===== config.mk =====
export PLATFORM = sky130hd
export DESIGN_NAME = cdc_comparator_dac_control
export DESIGN_NICKNAME = d
export VERILOG_FILES = /design/src/cdc_comparator_dac_control.v
export VERILOG_INCLUDE_DIRS = /design/src
export SDC_FILE = /design/constraint.sdc
export NUM_CORES = 1
export LEC_CHECK = 0
export ABC_CLOCK_PERIOD_IN_PS = 2600
export BUFFER_PORTS_ARGS = -buffer_cell sky130_fd_sc_hd__buf_2
export CAP_MARGIN = 20
export CORE_UTILIZATION = 51
export CTS_CLUSTER_SIZE = 24
export DETAILED_ROUTE_END_ITERATION = 16
export PLACE_DENSITY = 0.81
export SETUP_SLACK_MARGIN = 0.02
export SKIP_CTS_REPAIR_TIMING = 1
export SLEW_MARGIN = 20
export SYNTH_ARGS = -nofsm -noshare
export SYNTH_HDL_FRONTEND = slang
export SYNTH_SLANG_ARGS = --single-unit

===== constraint.sdc =====
create_clock -name clk -period 2.6 [get_ports clk]
set_clock_uncertainty 0.05 [all_clocks]
set_input_delay 0.13 -clock clk [delete_from_list [all_inputs] [get_ports clk]]
set_output_delay 0.13 -clock clk [all_outputs]
set_load 0.02 [all_outputs]

===== src/cdc_consts.vh =====
/*
 * Constants for the comparator and reference DAC control block:
 * register addresses, field positions, reset values and widths.
 * Assumes inclusion by bare name from the design file.
 */
`ifndef CDC_CONSTS_VH
`define CDC_CONSTS_VH

// register addresses on the plain register port
`define CDC_ADDR_CONTROL     4'h0
`define CDC_ADDR_DAC_LEVEL   4'h1

// comparator_control field positions
`define CDC_CTL_CHANNEL_ON   15
`define CDC_CTL_SIDL         13
`define CDC_CTL_HYS_HI       12
`define CDC_CTL_HYS_LO       11
`define CDC_CTL_FILTER_EN    10
`define CDC_CTL_FILTER_CLK   9
`define CDC_CTL_REF_OUT_EN   8
`define CDC_CTL_INPUT_SOURCE_FIELD_HI     7
`define CDC_CTL_INPUT_SOURCE_FIELD_LO     6
`define CDC_CTL_EXT_REF      5
`define CDC_CTL_HYS_EDGE     4
`define CDC_CTL_STATUS       3
`define CDC_CTL_ALT_INPUT    2
`define CDC_CTL_INVERT       1
`define CDC_CTL_RANGE        0

// writable bits of comparator_control (bit 14 and status excluded)
`define CDC_CTL_WMASK        16'hBFF7
`define CDC_CTL_RESET        16'h0000
`define CDC_DAC_RESET        12'h000
`define CDC_DAC_WIDTH        12

`endif


===== src/cdc_comparator_dac_control.v =====
/*
 * Register file and control fan-out for one comparator channel and its
 * reference DAC.
 * Assumes a plain register port (address, write/read strobes, read data
 * one cycle later), an analog comparator output synchronous to clk, and
 * analog muxes/DAC driven from the select outputs below.
 */
// Local design decisions: the register addresses and the plain strobed port.
`include "cdc_consts.vh"

module cdc_comparator_dac_control #(
   parameter ADDR_WIDTH = 4,
   parameter DAC_WIDTH  = 12
) (
   input  wire                  clk,                 // 20 MHz clock
   input  wire                  srst,                // sync reset, high
   input  wire [ADDR_WIDTH-1:0] reg_addr,            // register address
   input  wire [15:0]           reg_wdata,           // write data
   input  wire                  reg_wr,              // write strobe
   input  wire                  reg_rd,              // read strobe
   output reg  [15:0]           reg_rdata,           // read data, next cycle
   input  wire                  comparator_raw,      // analog compare result
   output reg                   channel_on,          // channel enable
   output reg                   stop_in_idle,        // idle stop request
   output reg  [1:0]            hysteresis_level,    // hysteresis amount
   output reg                   filter_enable,       // digital filter on
   output reg                   filter_clock_select, // filter clock choice
   output reg                   reference_output_pin_enable, // to shared pin
   output reg                   external_reference_select,   // dac reference
   output reg                   hysteresis_edge_select,      // 1 = falling
   output reg                   output_invert,       // polarity control
   output reg                   dac_range,           // dac range bit
   output reg  [3:0]            external_input_select, // one-hot pins A..D
   output reg  [1:0]            gain_amp_select,     // one-hot amp 1, 2
   output reg  [DAC_WIDTH-1:0]  reference_code,      // dac code
   output reg                   comparator_out       // polarity-applied output
);

   // ***************************************************************
   // state
   // ***************************************************************
   reg  [1:0] input_source_field;
   reg        alternate_input_select;
   reg        comparator_output_status;
   wire       wr_ctl;
   wire       wr_dac;
   wire       next_cmp;
   wire [15:0] ctl_image;

   assign wr_ctl   = reg_wr && (reg_addr == `CDC_ADDR_CONTROL);
   assign wr_dac   = reg_wr && (reg_addr == `CDC_ADDR_DAC_LEVEL);
   // inversion applied before both status and downstream use
   assign next_cmp = comparator_raw ^ output_invert;

   // ***************************************************************
   // control register
   // ***************************************************************
   always @(posedge clk) begin
      if (srst) begin
         channel_on                  <= 1'b0;
         stop_in_idle                <= 1'b0;
         hysteresis_level            <= 2'h0;
         filter_enable               <= 1'b0;
         filter_clock_select         <= 1'b0;
         reference_output_pin_enable <= 1'b0;
         input_source_field          <= 2'h0;
         external_reference_select   <= 1'b0;
         hysteresis_edge_select      <= 1'b0;
         alternate_input_select      <= 1'b0;
         output_invert               <= 1'b0;
         dac_range                   <= 1'b0;
      end else if (wr_ctl) begin
         // status bit is not among the written fields
         channel_on        <= reg_wdata[`CDC_CTL_CHANNEL_ON];
         stop_in_idle      <= reg_wdata[`CDC_CTL_SIDL];
         hysteresis_level  <= reg_wdata[`CDC_CTL_HYS_HI:`CDC_CTL_HYS_LO];
         filter_enable     <= reg_wdata[`CDC_CTL_FILTER_EN];
         filter_clock_select <= reg_wdata[`CDC_CTL_FILTER_CLK];
         // software keeps this on one comparator at a time
         reference_output_pin_enable <= reg_wdata[`CDC_CTL_REF_OUT_EN];
         input_source_field <=
            reg_wdata[`CDC_CTL_INPUT_SOURCE_FIELD_HI:`CDC_CTL_INPUT_SOURCE_FIELD_LO];
         external_reference_select <= reg_wdata[`CDC_CTL_EXT_REF];
         hysteresis_edge_select <= reg_wdata[`CDC_CTL_HYS_EDGE];
         alternate_input_select <= reg_wdata[`CDC_CTL_ALT_INPUT];
         output_invert     <= reg_wdata[`CDC_CTL_INVERT];
         // stored as written; software is expected to write one
         dac_range         <= reg_wdata[`CDC_CTL_RANGE];
      end
   end

   // ***************************************************************
   // dac level register
   // ***************************************************************
   always @(posedge clk) begin
      if (srst)
         reference_code <= `CDC_DAC_RESET;
      else if (wr_dac)
         reference_code <= reg_wdata[DAC_WIDTH-1:0];
   end

   // ***************************************************************
   // live status and comparator output
   // ***************************************************************
   always @(posedge clk) begin
      if (srst) begin
         comparator_output_status <= 1'b0;
         comparator_out           <= 1'b0;
      end else begin
         // a disabled channel presents a low output
         comparator_output_status <= channel_on & next_cmp;
         comparator_out           <= channel_on & next_cmp;
      end
   end

   // ***************************************************************
   // input source decode
   // ***************************************************************
   always @(posedge clk) begin
      if (srst) begin
         external_input_select <= 4'h0;
         gain_amp_select       <= 2'h0;
      end else if (alternate_input_select) begin
         external_input_select <= 4'h0;
         case (input_source_field)
            2'h0:    gain_amp_select <= 2'h1;
            2'h1:    gain_amp_select <= 2'h2;
            default: gain_amp_select <= 2'h0;  // reserved codes
         endcase
      end else begin
         gain_amp_select       <= 2'h0;
         external_input_select <= 4'h1 << input_source_field;
      end
   end

   // ***************************************************************
   // read path
   // ***************************************************************
   assign ctl_image = {channel_on, 1'b0, stop_in_idle, hysteresis_level,
                       filter_enable, filter_clock_select,
                       reference_output_pin_enable, input_source_field,
                       external_reference_select, hysteresis_edge_select,
                       comparator_output_status, alternate_input_select,
                       output_invert, dac_range};

   always @(posedge clk) begin
      if (srst)
         reg_rdata <= 16'h0000;
      else if (reg_rd) begin
         case (reg_addr)
            `CDC_ADDR_CONTROL:   reg_rdata <= ctl_image;
            `CDC_ADDR_DAC_LEVEL: reg_rdata <=
               {{(16-DAC_WIDTH){1'b0}}, reference_code};
            default:             reg_rdata <= 16'h0000;
         endcase
      end else
         reg_rdata <= 16'h0000;
   end

endmodule


## Yosys cells after proc, flatten, opt, wreduce, memory -nomap -nowiden

Cells that the tools add are included.

- Register bits after elaboration: 49
- Input bits: 25
- Output and inout bits: 46
- Logic and storage cells: 33

- Equal/unequal tests: 2
- Shift-type cells: 1
- Muxes and demuxes: 2
- Bitwise operators: 4
- Reduce and logical (&&, ||, !) cells: 7

Operator list:

| cell | number |
|---|---|
| one-hot mux 16 bit (2 select lines) | 1 |
| OR reduction 2 bit | 3 |
| equality test 4 x 1 -> 1 bit (second input constant) | 1 |
| zero test 4 bit | 1 |
| one-hot mux 2 bit (2 select lines) | 1 |
| left shift 1 x 2 -> 4 bit (first input constant) | 1 |
| equality test 2 x 1 -> 1 bit (second input constant) | 1 |
| logical AND 1 bit | 2 |
| zero test 2 bit | 1 |
| NOT 1 bit | 2 |
| bitwise AND 1 bit | 1 |
| bitwise XOR 1 bit | 1 |

## Logic depth before layout (Yosys ltp)

Gate-level depths: netlist of run 1.

- Depth after elaboration: 2
- Depth in mapped cells: 4
- Gate-level depth less buffers: 3

## Worst setup path before layout of run 1

OpenSTA, ideal clock, no wires.

- Path type: input to register
- Start: input port reg_addr[3]
- End: register channel_on
- Arrival time: 1229 ps
- Required time: 2478 ps
- Slack: 1249 ps
- Cell stages on the path: 4
- Buffers on the path: 1
- Path through: or3b_2 > nor3_2 > buf_6 > mux2i_1

- Longest elaborated chain between the ends: 2

RTL lines:

| item | RTL line | text |
|---|---|---|
| start, declared | cdc_comparator_dac_control.v:17 | `input wire [ADDR_WIDTH-1:0] reg_addr,` |
| zero test 4 bit | - |  |
| logical AND 1 bit | cdc_comparator_dac_control.v:50 | `` assign wr_ctl = reg_wr && (reg_addr == `CDC_ADDR_CONTROL); `` |
| end signal, assigned | cdc_comparator_dac_control.v:74 | `` channel_on <= reg_wdata[`CDC_CTL_CHANNEL_ON]; `` |
| end, declared | cdc_comparator_dac_control.v:23 | `output reg channel_on,` |

No other way between the ends.
A chain may end at the register's enable or synchronous reset.

## Final worst setup path of run 1

- Start: input port srst
- End: register reg_rdata[6]

- Longest elaborated chain between the ends: 1

RTL lines:

| item | RTL line | text |
|---|---|---|
| start, declared | cdc_comparator_dac_control.v:16 | `input wire srst,` |
| OR reduction 2 bit (no line) | - |  |
| end signal, assigned | cdc_comparator_dac_control.v:151 | `` `CDC_ADDR_CONTROL: reg_rdata <= ctl_image; `` |
| end signal, assigned | cdc_comparator_dac_control.v:152 | `` `CDC_ADDR_DAC_LEVEL: reg_rdata <= `` |
| end, declared | cdc_comparator_dac_control.v:21 | `output reg [15:0] reg_rdata,` |

No other way between the ends.

==> metrics.md, run 1 <==
| Metric | Value |
|---|---|
| Relative slew slack | 58.7% |
| Max frequency | 647 MHz |
| Worst flop-to-flop path startpoint | alternate_input_select |
| CP Capture Type | flop |
| R2r worst-path depth | 2 |
| Vias in the first global route | 1150 |
| Number of port buffers | 68 |
| Post-route ant nets | 0 |
| Antenna diodes | 0 |
| Final wirelength | 3.37 mm |
| Detail Placement HPWL | 2.29 mm |
| Mean Syn Cell Area | 11.3 µm² |
| WP data required | 2.84 ns |
| Sequential Power Share | 62.4% |
| Worst hold start | reg_wdata[9] |
| Largest area contributor in the netlist | dfxtp_1 |
| Hold EP | reference_code[9] |
| Critical path class | in -> reg |
| Initial antenna violation count | 0 |
| Worst r2r dst | external_input_select[2] |
| Hold Path Stages | 3 |
| Placed cell count | 266 |
| Post-DP Area | 2150 µm² |
| Sw frac | 21.3% |
| Tmin final | 1.55 ns |
| DR iter-0 viols | 59 |
| Lkg Pwr | 1.10 nW |
| Sequential share of the synthesized area | 53.6% |
| Buf/Inv on CP | 1 |
| Synth Register Bits | 48 |
| Share of the synthesized area in the top cell type | 53.6% |
| Count of pins over their slew limit | 0 |
| Via density | 4.77 |
| Total gr overflow | 0 |
| Total track usage | 19.2% |
| Slew @ Worst Pin | 0.617 ns |
| Syn_nets | 184 |
| Clock root buffer | clkbuf_4 |
| Clock Path Buffers | 2 |
| Synthesized instance count | 159 |
| Layout area overhead | 28.5% |
| Post-route cell area | 2300 µm² |
| Max IR drop VDD | 326 µV |
| Final Hold Viols | 0 |
| Initial Util | 53.3% |
| Crit path DAT | 1.79 ns |
| Critical path's largest stage delay | 0.63 ns |
| Synth top area cells | dfxtp_1, nand2b_1, mux2i_1 |
| EDFF count, synth | 0 |
| Psw | 255 µW |
| Io pins | 71 |
| DRT Pass-1 Iters | 4 |
| Power Dens Cells | 520 nW/µm² |
| FF/Latch Area | 961 µm² |
| CP top delay family | simple AND/OR/NAND/NOR gates |
| Clk network pwr share | 30.3% |
| Fin cells | 282 |
| CTS Sinks | 48 |
| Tcrit/Tclk final | 59.4% |
| Flop2flop setup slack | 1.76 ns |
| Share of layout cells above drive strength 1 | 34.3% |
| Crit-path max FO | 45 |
| Width of the die | 61.3 µm |
| Routability cong. | 0.749 |
| Asr flop ratio synth | 0% |
| RSZ-0062 raised after global routing | false |
| CTS tree | done |
| Setup violations, final | 0 |
| HP Class | in -> reg |
| YS warnings | 0 |
| Die ar. | 3750 µm² |
| Top post-synthesis cells by count | dfxtp_1, nand2b_1, mux2i_1 |
| Critical-path top delay cell | or4b_4 |
| TritonCTS buffer count | 5 |
| Worst hold margin | 0.00955 ns |
| Clock latency on the worst-skew pair | 0.35 ns |
| # rows | 21 |
| Final nets | 261 |
| Pre-CTS WS | 0.683 ns |
| H-tree levels | 2 |
| Most frequent cell after synthesis | dfxtp_1 |
| CTS clock-pin slew for the worst setup and hold paths | 0.12 ns |
| Die Height | 61.3 µm |
| Area of the multi-input gates | 773 µm² |
| Largest net degree at the start of global routing | 46 |
| Combinational power share | 7.3% |
| Fill cell count | 291 |
| Core box area | 3360 µm² |
| Status | complete, no violations |
| First-pass GRT wire length | 5.14 mm |
| Internal power | 942 µW |
| Worst path cell trace | buf_2 > or4b_4 > nor3_4 > a22o_1 |
| Mapped cell area | 1790 µm² |
| Main synth FF type | dfxtp_1 |
| Yosys cell types | 20 |
| Startpoint Class | primary input |
| Drt wl/cell | 11.9 µm |
| DRC | 0 |
| Max-Cap Viols | 0 |
| Via count | 1344 |
| Setup TNS | 0 ns |
| Fin worst setup slack | 1.05 ns |
## worst max-delay path by stage
stage,from,endpoint,slack [ns],depth (start not counted)
5_1_grt,srst,reg_rdata[3],0.97,4
3_5_place_dp,srst,reg_rdata[6],0.68,4
2_1_floorplan,reg_addr[3],channel_on,1.25,4
4_1_cts,srst,reg_rdata[6],1.05,4
6_report,srst,reg_rdata[6],1.05,4
3_3_place_gp,srst,reg_rdata[10],0.68,4
## layout make-up
type / instances / area share (%)
Sequential cell: 48 / 41.7
Multi-Input combinational cell: 102 / 33.6
Timing Repair Buffer: 79 / 19.3
Clock buffer: 7 / 2.83
Tap cell: 46 / 2.50
## power groups by stage
| stage | Clock (mW) | Sequential, mW | Combinational [mW] |
|---|---|---|---|
| after floorplan | 0 | 0.770 | 0.0397 |
| after global placement | 0 | 0.763 | 0.0765 |
| after detailed placement | 0 | 0.763 | 0.0773 |
| after CTS | 0.374 | 0.747 | 0.0775 |
| after global routing | 0.412 | 0.748 | 0.0957 |
| final | 0.363 | 0.747 | 0.0875 |
## placed cells by master (no fill, tap or decap)
master and n:
or2_1 1, nor3_4 1, buf_2 68, nor3_1 3
or3b_2 1, and2_1 3, a22o_1 12, conb_1 1
clkbuf_8 2, nor2_1 5, mux2i_1 26, nor4_1 1
dlygate4sd3_1 9, xnor2_1 1, or4b_4 1, buf_4 2
clkbuf_4 5, dfxtp_1 48, nor3_2 1, nand2b_1 44
or3_1 1
## worst register-to-register path, cell delays in order (launching register included)
cell,delay (ns)
dfxtp_1,0.38
nand2b_1,0.18
nor3_1,0.15
## metrics by stage
step                      utilization [%]  power (mW)
after floorplan                         -       0.810
after global placement               63.8       0.840
after CTS                            65.8        1.20
after global routing                 68.5        1.26
after detailed placement             63.8       0.841
final                                68.5        1.20
## flip-flops by register name, indices dropped and copies added (netlist names)
| signal | count |
|---|---|
| hysteresis_level | 2 |
| input_source_field | 2 |
| gain_amp_select | 2 |
| alternate_input_select | 1 |
| filter_enable | 1 |
| comparator_output_status | 1 |
| filter_clock_select | 1 |
| external_reference_select | 1 |
| reference_code | 12 |
| reference_output_pin_enable | 1 |
| external_input_select | 4 |
| stop_in_idle | 1 |
| hysteresis_edge_select | 1 |
| channel_on | 1 |
| dac_range | 1 |
| reg_rdata | 15 |
| output_invert | 1 |
## layer usage
metal  share of wire, %  vias to the layer above  wire (µm)  GRT usage (%)
li1                   -                      692          -              -
met1                 46                      600       1540           23.3
met2                 47                       47       1590           30.9
met3                5.5                        5        184           6.72
met4                1.6                        0         54           7.79
met5                  0                        -          0              0
## logic make-up after synthesis
group           share of synthesized area, %
compound gates                          5.87
simple gates                            22.1
mux                                     14.5
flops                                   53.6
other cells                            0.209
buf+inv                                 3.21
xor+xnor                               0.489
No activity file was read; power rests on OpenSTA's default activity.
==> inputs of run 2 (changes only) <==
- ABC_AREA: not set -> 1
- ABC_CLOCK_PERIOD_IN_PS: 2600 -> 1450
- CORE_UTILIZATION: 51 -> 50
- PLACE_DENSITY: 0.81 -> 0.77
- clock period: 2.6 -> 1.45 ns (I/O delays scaled with it)
==> metrics.md, run 2 <==
| Metric | Value |
|---|---|
| Mapped cell area | 2110 µm² (+18%) |
| Crit path DAT | 0.90 ns (-0.89 ns) |
| Total gr overflow | 0 (unchanged) |
| HP Class | in -> reg |
| Share of the synthesized area in the top cell type | 45.6% (-8.1 points) |
| Critical path class | reg -> out |
| Syn_nets | 324 (+76%) |
| Most common cell after layout, fill and taps aside | inv_1 |
| Vias in the first global route | 1789 (+56%) |
| Post-route ant nets | 0 (unchanged) |
| Top post-synthesis cells by count | inv_1, nand2_1, dfxtp_1 |
| EDFF count, synth | 0 (unchanged) |
| Yosys cell types | 20 (unchanged) |
| Count of pins over their slew limit | 0 (unchanged) |
| DRT Pass-1 Iters | 4 (unchanged) |
| Worst hold margin | 0.0481 ns (+0.0386 ns) |
| Share of layout cells above drive strength 1 | 24.9% (-9.5 points) |
| RSZ-0062 raised after global routing | false |
| Die Height | 66.9 µm (+9.2%) |
| Detail Placement HPWL | 3.23 mm (+41%) |
| Io pins | 71 (unchanged) |
| Clock latency on the worst-skew pair | 0.30 ns (-0.05 ns) |
| Sw frac | 24.2% (+2.9 points) |
| Initial Util | 52.3% (-0.94 points) |
| CP top delay family | flip-flops |
| First-pass GRT wire length | 7.72 mm (+50%) |
| Clock Path Buffers | 2 (unchanged) |
| Worst path cell trace | buf_2 |
| Initial antenna violation count | 0 (unchanged) |
| DR top layer | met4 |
| Startpoint Class | flop |
| Setup violations, final | 0 (unchanged) |
| Critical-path top delay cell | dfxtp_1 |
| Core box area | 4030 µm² (+20%) |
| Asr flop ratio synth | 0% (unchanged) |
| Largest area contributor in the netlist | dfxtp_1 |
| Antenna diodes | 0 (unchanged) |
| CTS clock-pin slew for the worst setup and hold paths | 0.08 ns (-0.04 ns) |
| Buf/Inv on CP | 1 (unchanged) |
| WP data required | 1.33 ns (-1.51 ns) |
| Synth top area cells | dfxtp_1, inv_1, nand2_1 |
| YS warnings | 0 (unchanged) |
| Number of port buffers | 68 (unchanged) |
| Final wirelength | 4.70 mm (+39%) |
| Final nets | 390 (+49%) |
| Worst flop-to-flop path startpoint | input_source_field[0] |
| Largest registers | reg_rdata (15), reference_code (12), external_input_select (4) |
| Via count | 2003 (+49%) |
| CTS tree | done |
| Tcrit/Tclk final | 70.5% |
| Largest net degree at the start of global routing | 26 (-43%) |
| Max-Cap Viols | 0 (unchanged) |
| Final Hold Viols | 0 (unchanged) |
| Routability cong. | 0.796 (+6.3%) |
| Synthesized instance count | 299 (+88%) |
| Met3 routed wirelength | 324 µm (+76%) |
| Synth Register Bits | 48 (unchanged) |
| Commonest cells after routing, fill and taps aside | inv_1, buf_2, nand2_1 |
| Total track usage | 23.0% (+3.8 points) |
| Drt wl/cell | 11.3 µm (-5.5%) |
| Clk network pwr share | 37.0% (+6.7 points) |
| Setup TNS | 0 ns (unchanged) |
| CTS Sinks | 48 (unchanged) |
| H-tree levels | 2 (unchanged) |
| Top reg by flops | reg_rdata |
| Width of the die | 66.9 µm (+9.2%) |
| Layout area overhead | 23.0% |
| CP Capture Type | output pin |
| # rows | 23 (+9.5%) |
| Power Dens Cells | 986 nW/µm² (+90%) |
| DRC | 0 (unchanged) |
| Status | complete, no violations |
| Metal1 wirelength | 2.15 mm (+40%) |
| Sequential share of the synthesized area | 45.6% (-8.1 points) |
| Psw | 618 µW (+140%) |
| Placed cell count | 407 (+53%) |
| Main synth FF type | dfxtp_1 |
| Crit path from | output_invert |
| Lkg Pwr | 1.35 nW (+22%) |
| Mean Syn Cell Area | 7.05 µm² (-37%) |
| Most frequent cell after synthesis | inv_1 |
| Max frequency | 978 MHz |
| Combinational power share | 10.2% (+2.9 points) |
| Tmin final | 1.02 ns |
| Fin cells | 416 (+48%) |
| Die ar. | 4480 µm² (+19%) |
| Met2 WL | 2.16 mm (+36%) |
| Worst hold start | reg_wdata[3] |
| TritonCTS buffer count | 5 (unchanged) |
| Largest register FFs | 15 (unchanged) |
| Critical path's largest stage delay | 0.41 ns (-0.22 ns) |
| DR iter-0 viols | 146 (+150%) |
| Clock root buffer | clkbuf_8 |
| Internal power | 1.94 mW (+110%) |
| Crit-path max FO | 5 (-89%) |
| Sequential Power Share | 52.8% (-9.6 points) |
| Via density | 4.81 (+1.0%) |
| Max IR drop VDD | 668 µV (+100%) |
==> run 2: changes by cell type after synthesis, moves of 13 or more <==
cell | previous run | this run
nand2_1 | 0 | 53
mux2i_1 | 26 | 0
nand3_1 | 0 | 27
nor2_1 | 5 | 32
nand2b_1 | 44 | 0
a21oi_1 | 0 | 13
inv_1 | 0 | 69
nand4_1 | 0 | 26
==> run 2: layer usage <==
layer  track usage [%]  up-vias
li1                  -     1042
met1              28.6      872
met2              38.3       80
met3              4.62        9
met4              9.31        0
met5                 0        -
==> run 2: worst paths after layout <==
kind | to | slack (ns) | depth (start not counted)
hold / removal | reference_code[3] | 0.05 | 5
setup reg to reg | input_source_field[0] | 0.63 | 4
setup / recovery | output_invert | 0.43 | 1
hold reg to reg | reg_rdata[13] | 0.42 | 2
==> run 2: kinds of logic after synthesis <==
| logic type | synth area share, % |
|---|---|
| compound gates | 3.44 |
| other cells | 0.178 |
| simple gates | 33.5 |
| buf+inv | 17.3 |
| flops | 45.6 |
==> run 2: through the flow <==
step | power (mW) | setup WS, ns | util, % | area, µm²
after floorplan | 1.55 | 0.539 | - | 2110
after CTS | 2.57 | 0.431 | 64.1 | 2580
after global placement | 1.63 | 0.281 | 61.5 | 2480
final | 2.56 | 0.427 | 64.4 | 2590
after detailed placement | 1.64 | 0.229 | 61.5 | 2480
after global routing | 2.65 | 0.399 | 64.4 | 2590
==> run 2: power by group through the flow <==
stage          logic [mW]  registers, mW  clock network [mW]
2_1_floorplan       0.150           1.40                   0
3_3_place_gp        0.252           1.38                   0
3_5_place_dp        0.258           1.38                   0
4_1_cts             0.259           1.35               0.964
5_1_grt             0.292           1.35                1.01
6_report            0.261           1.35               0.945
==> run 2: cell type report <==
class | count | area, µm²
inverter | 70 | 263
timing repair buffer | 78 | 418
multi-input combinational | 162 | 782
clock buffer | 6 | 72.6
sequential | 48 | 961
fill | 374 | 1440
clock inverter | 2 | 35.0
tap | 50 | 62.6
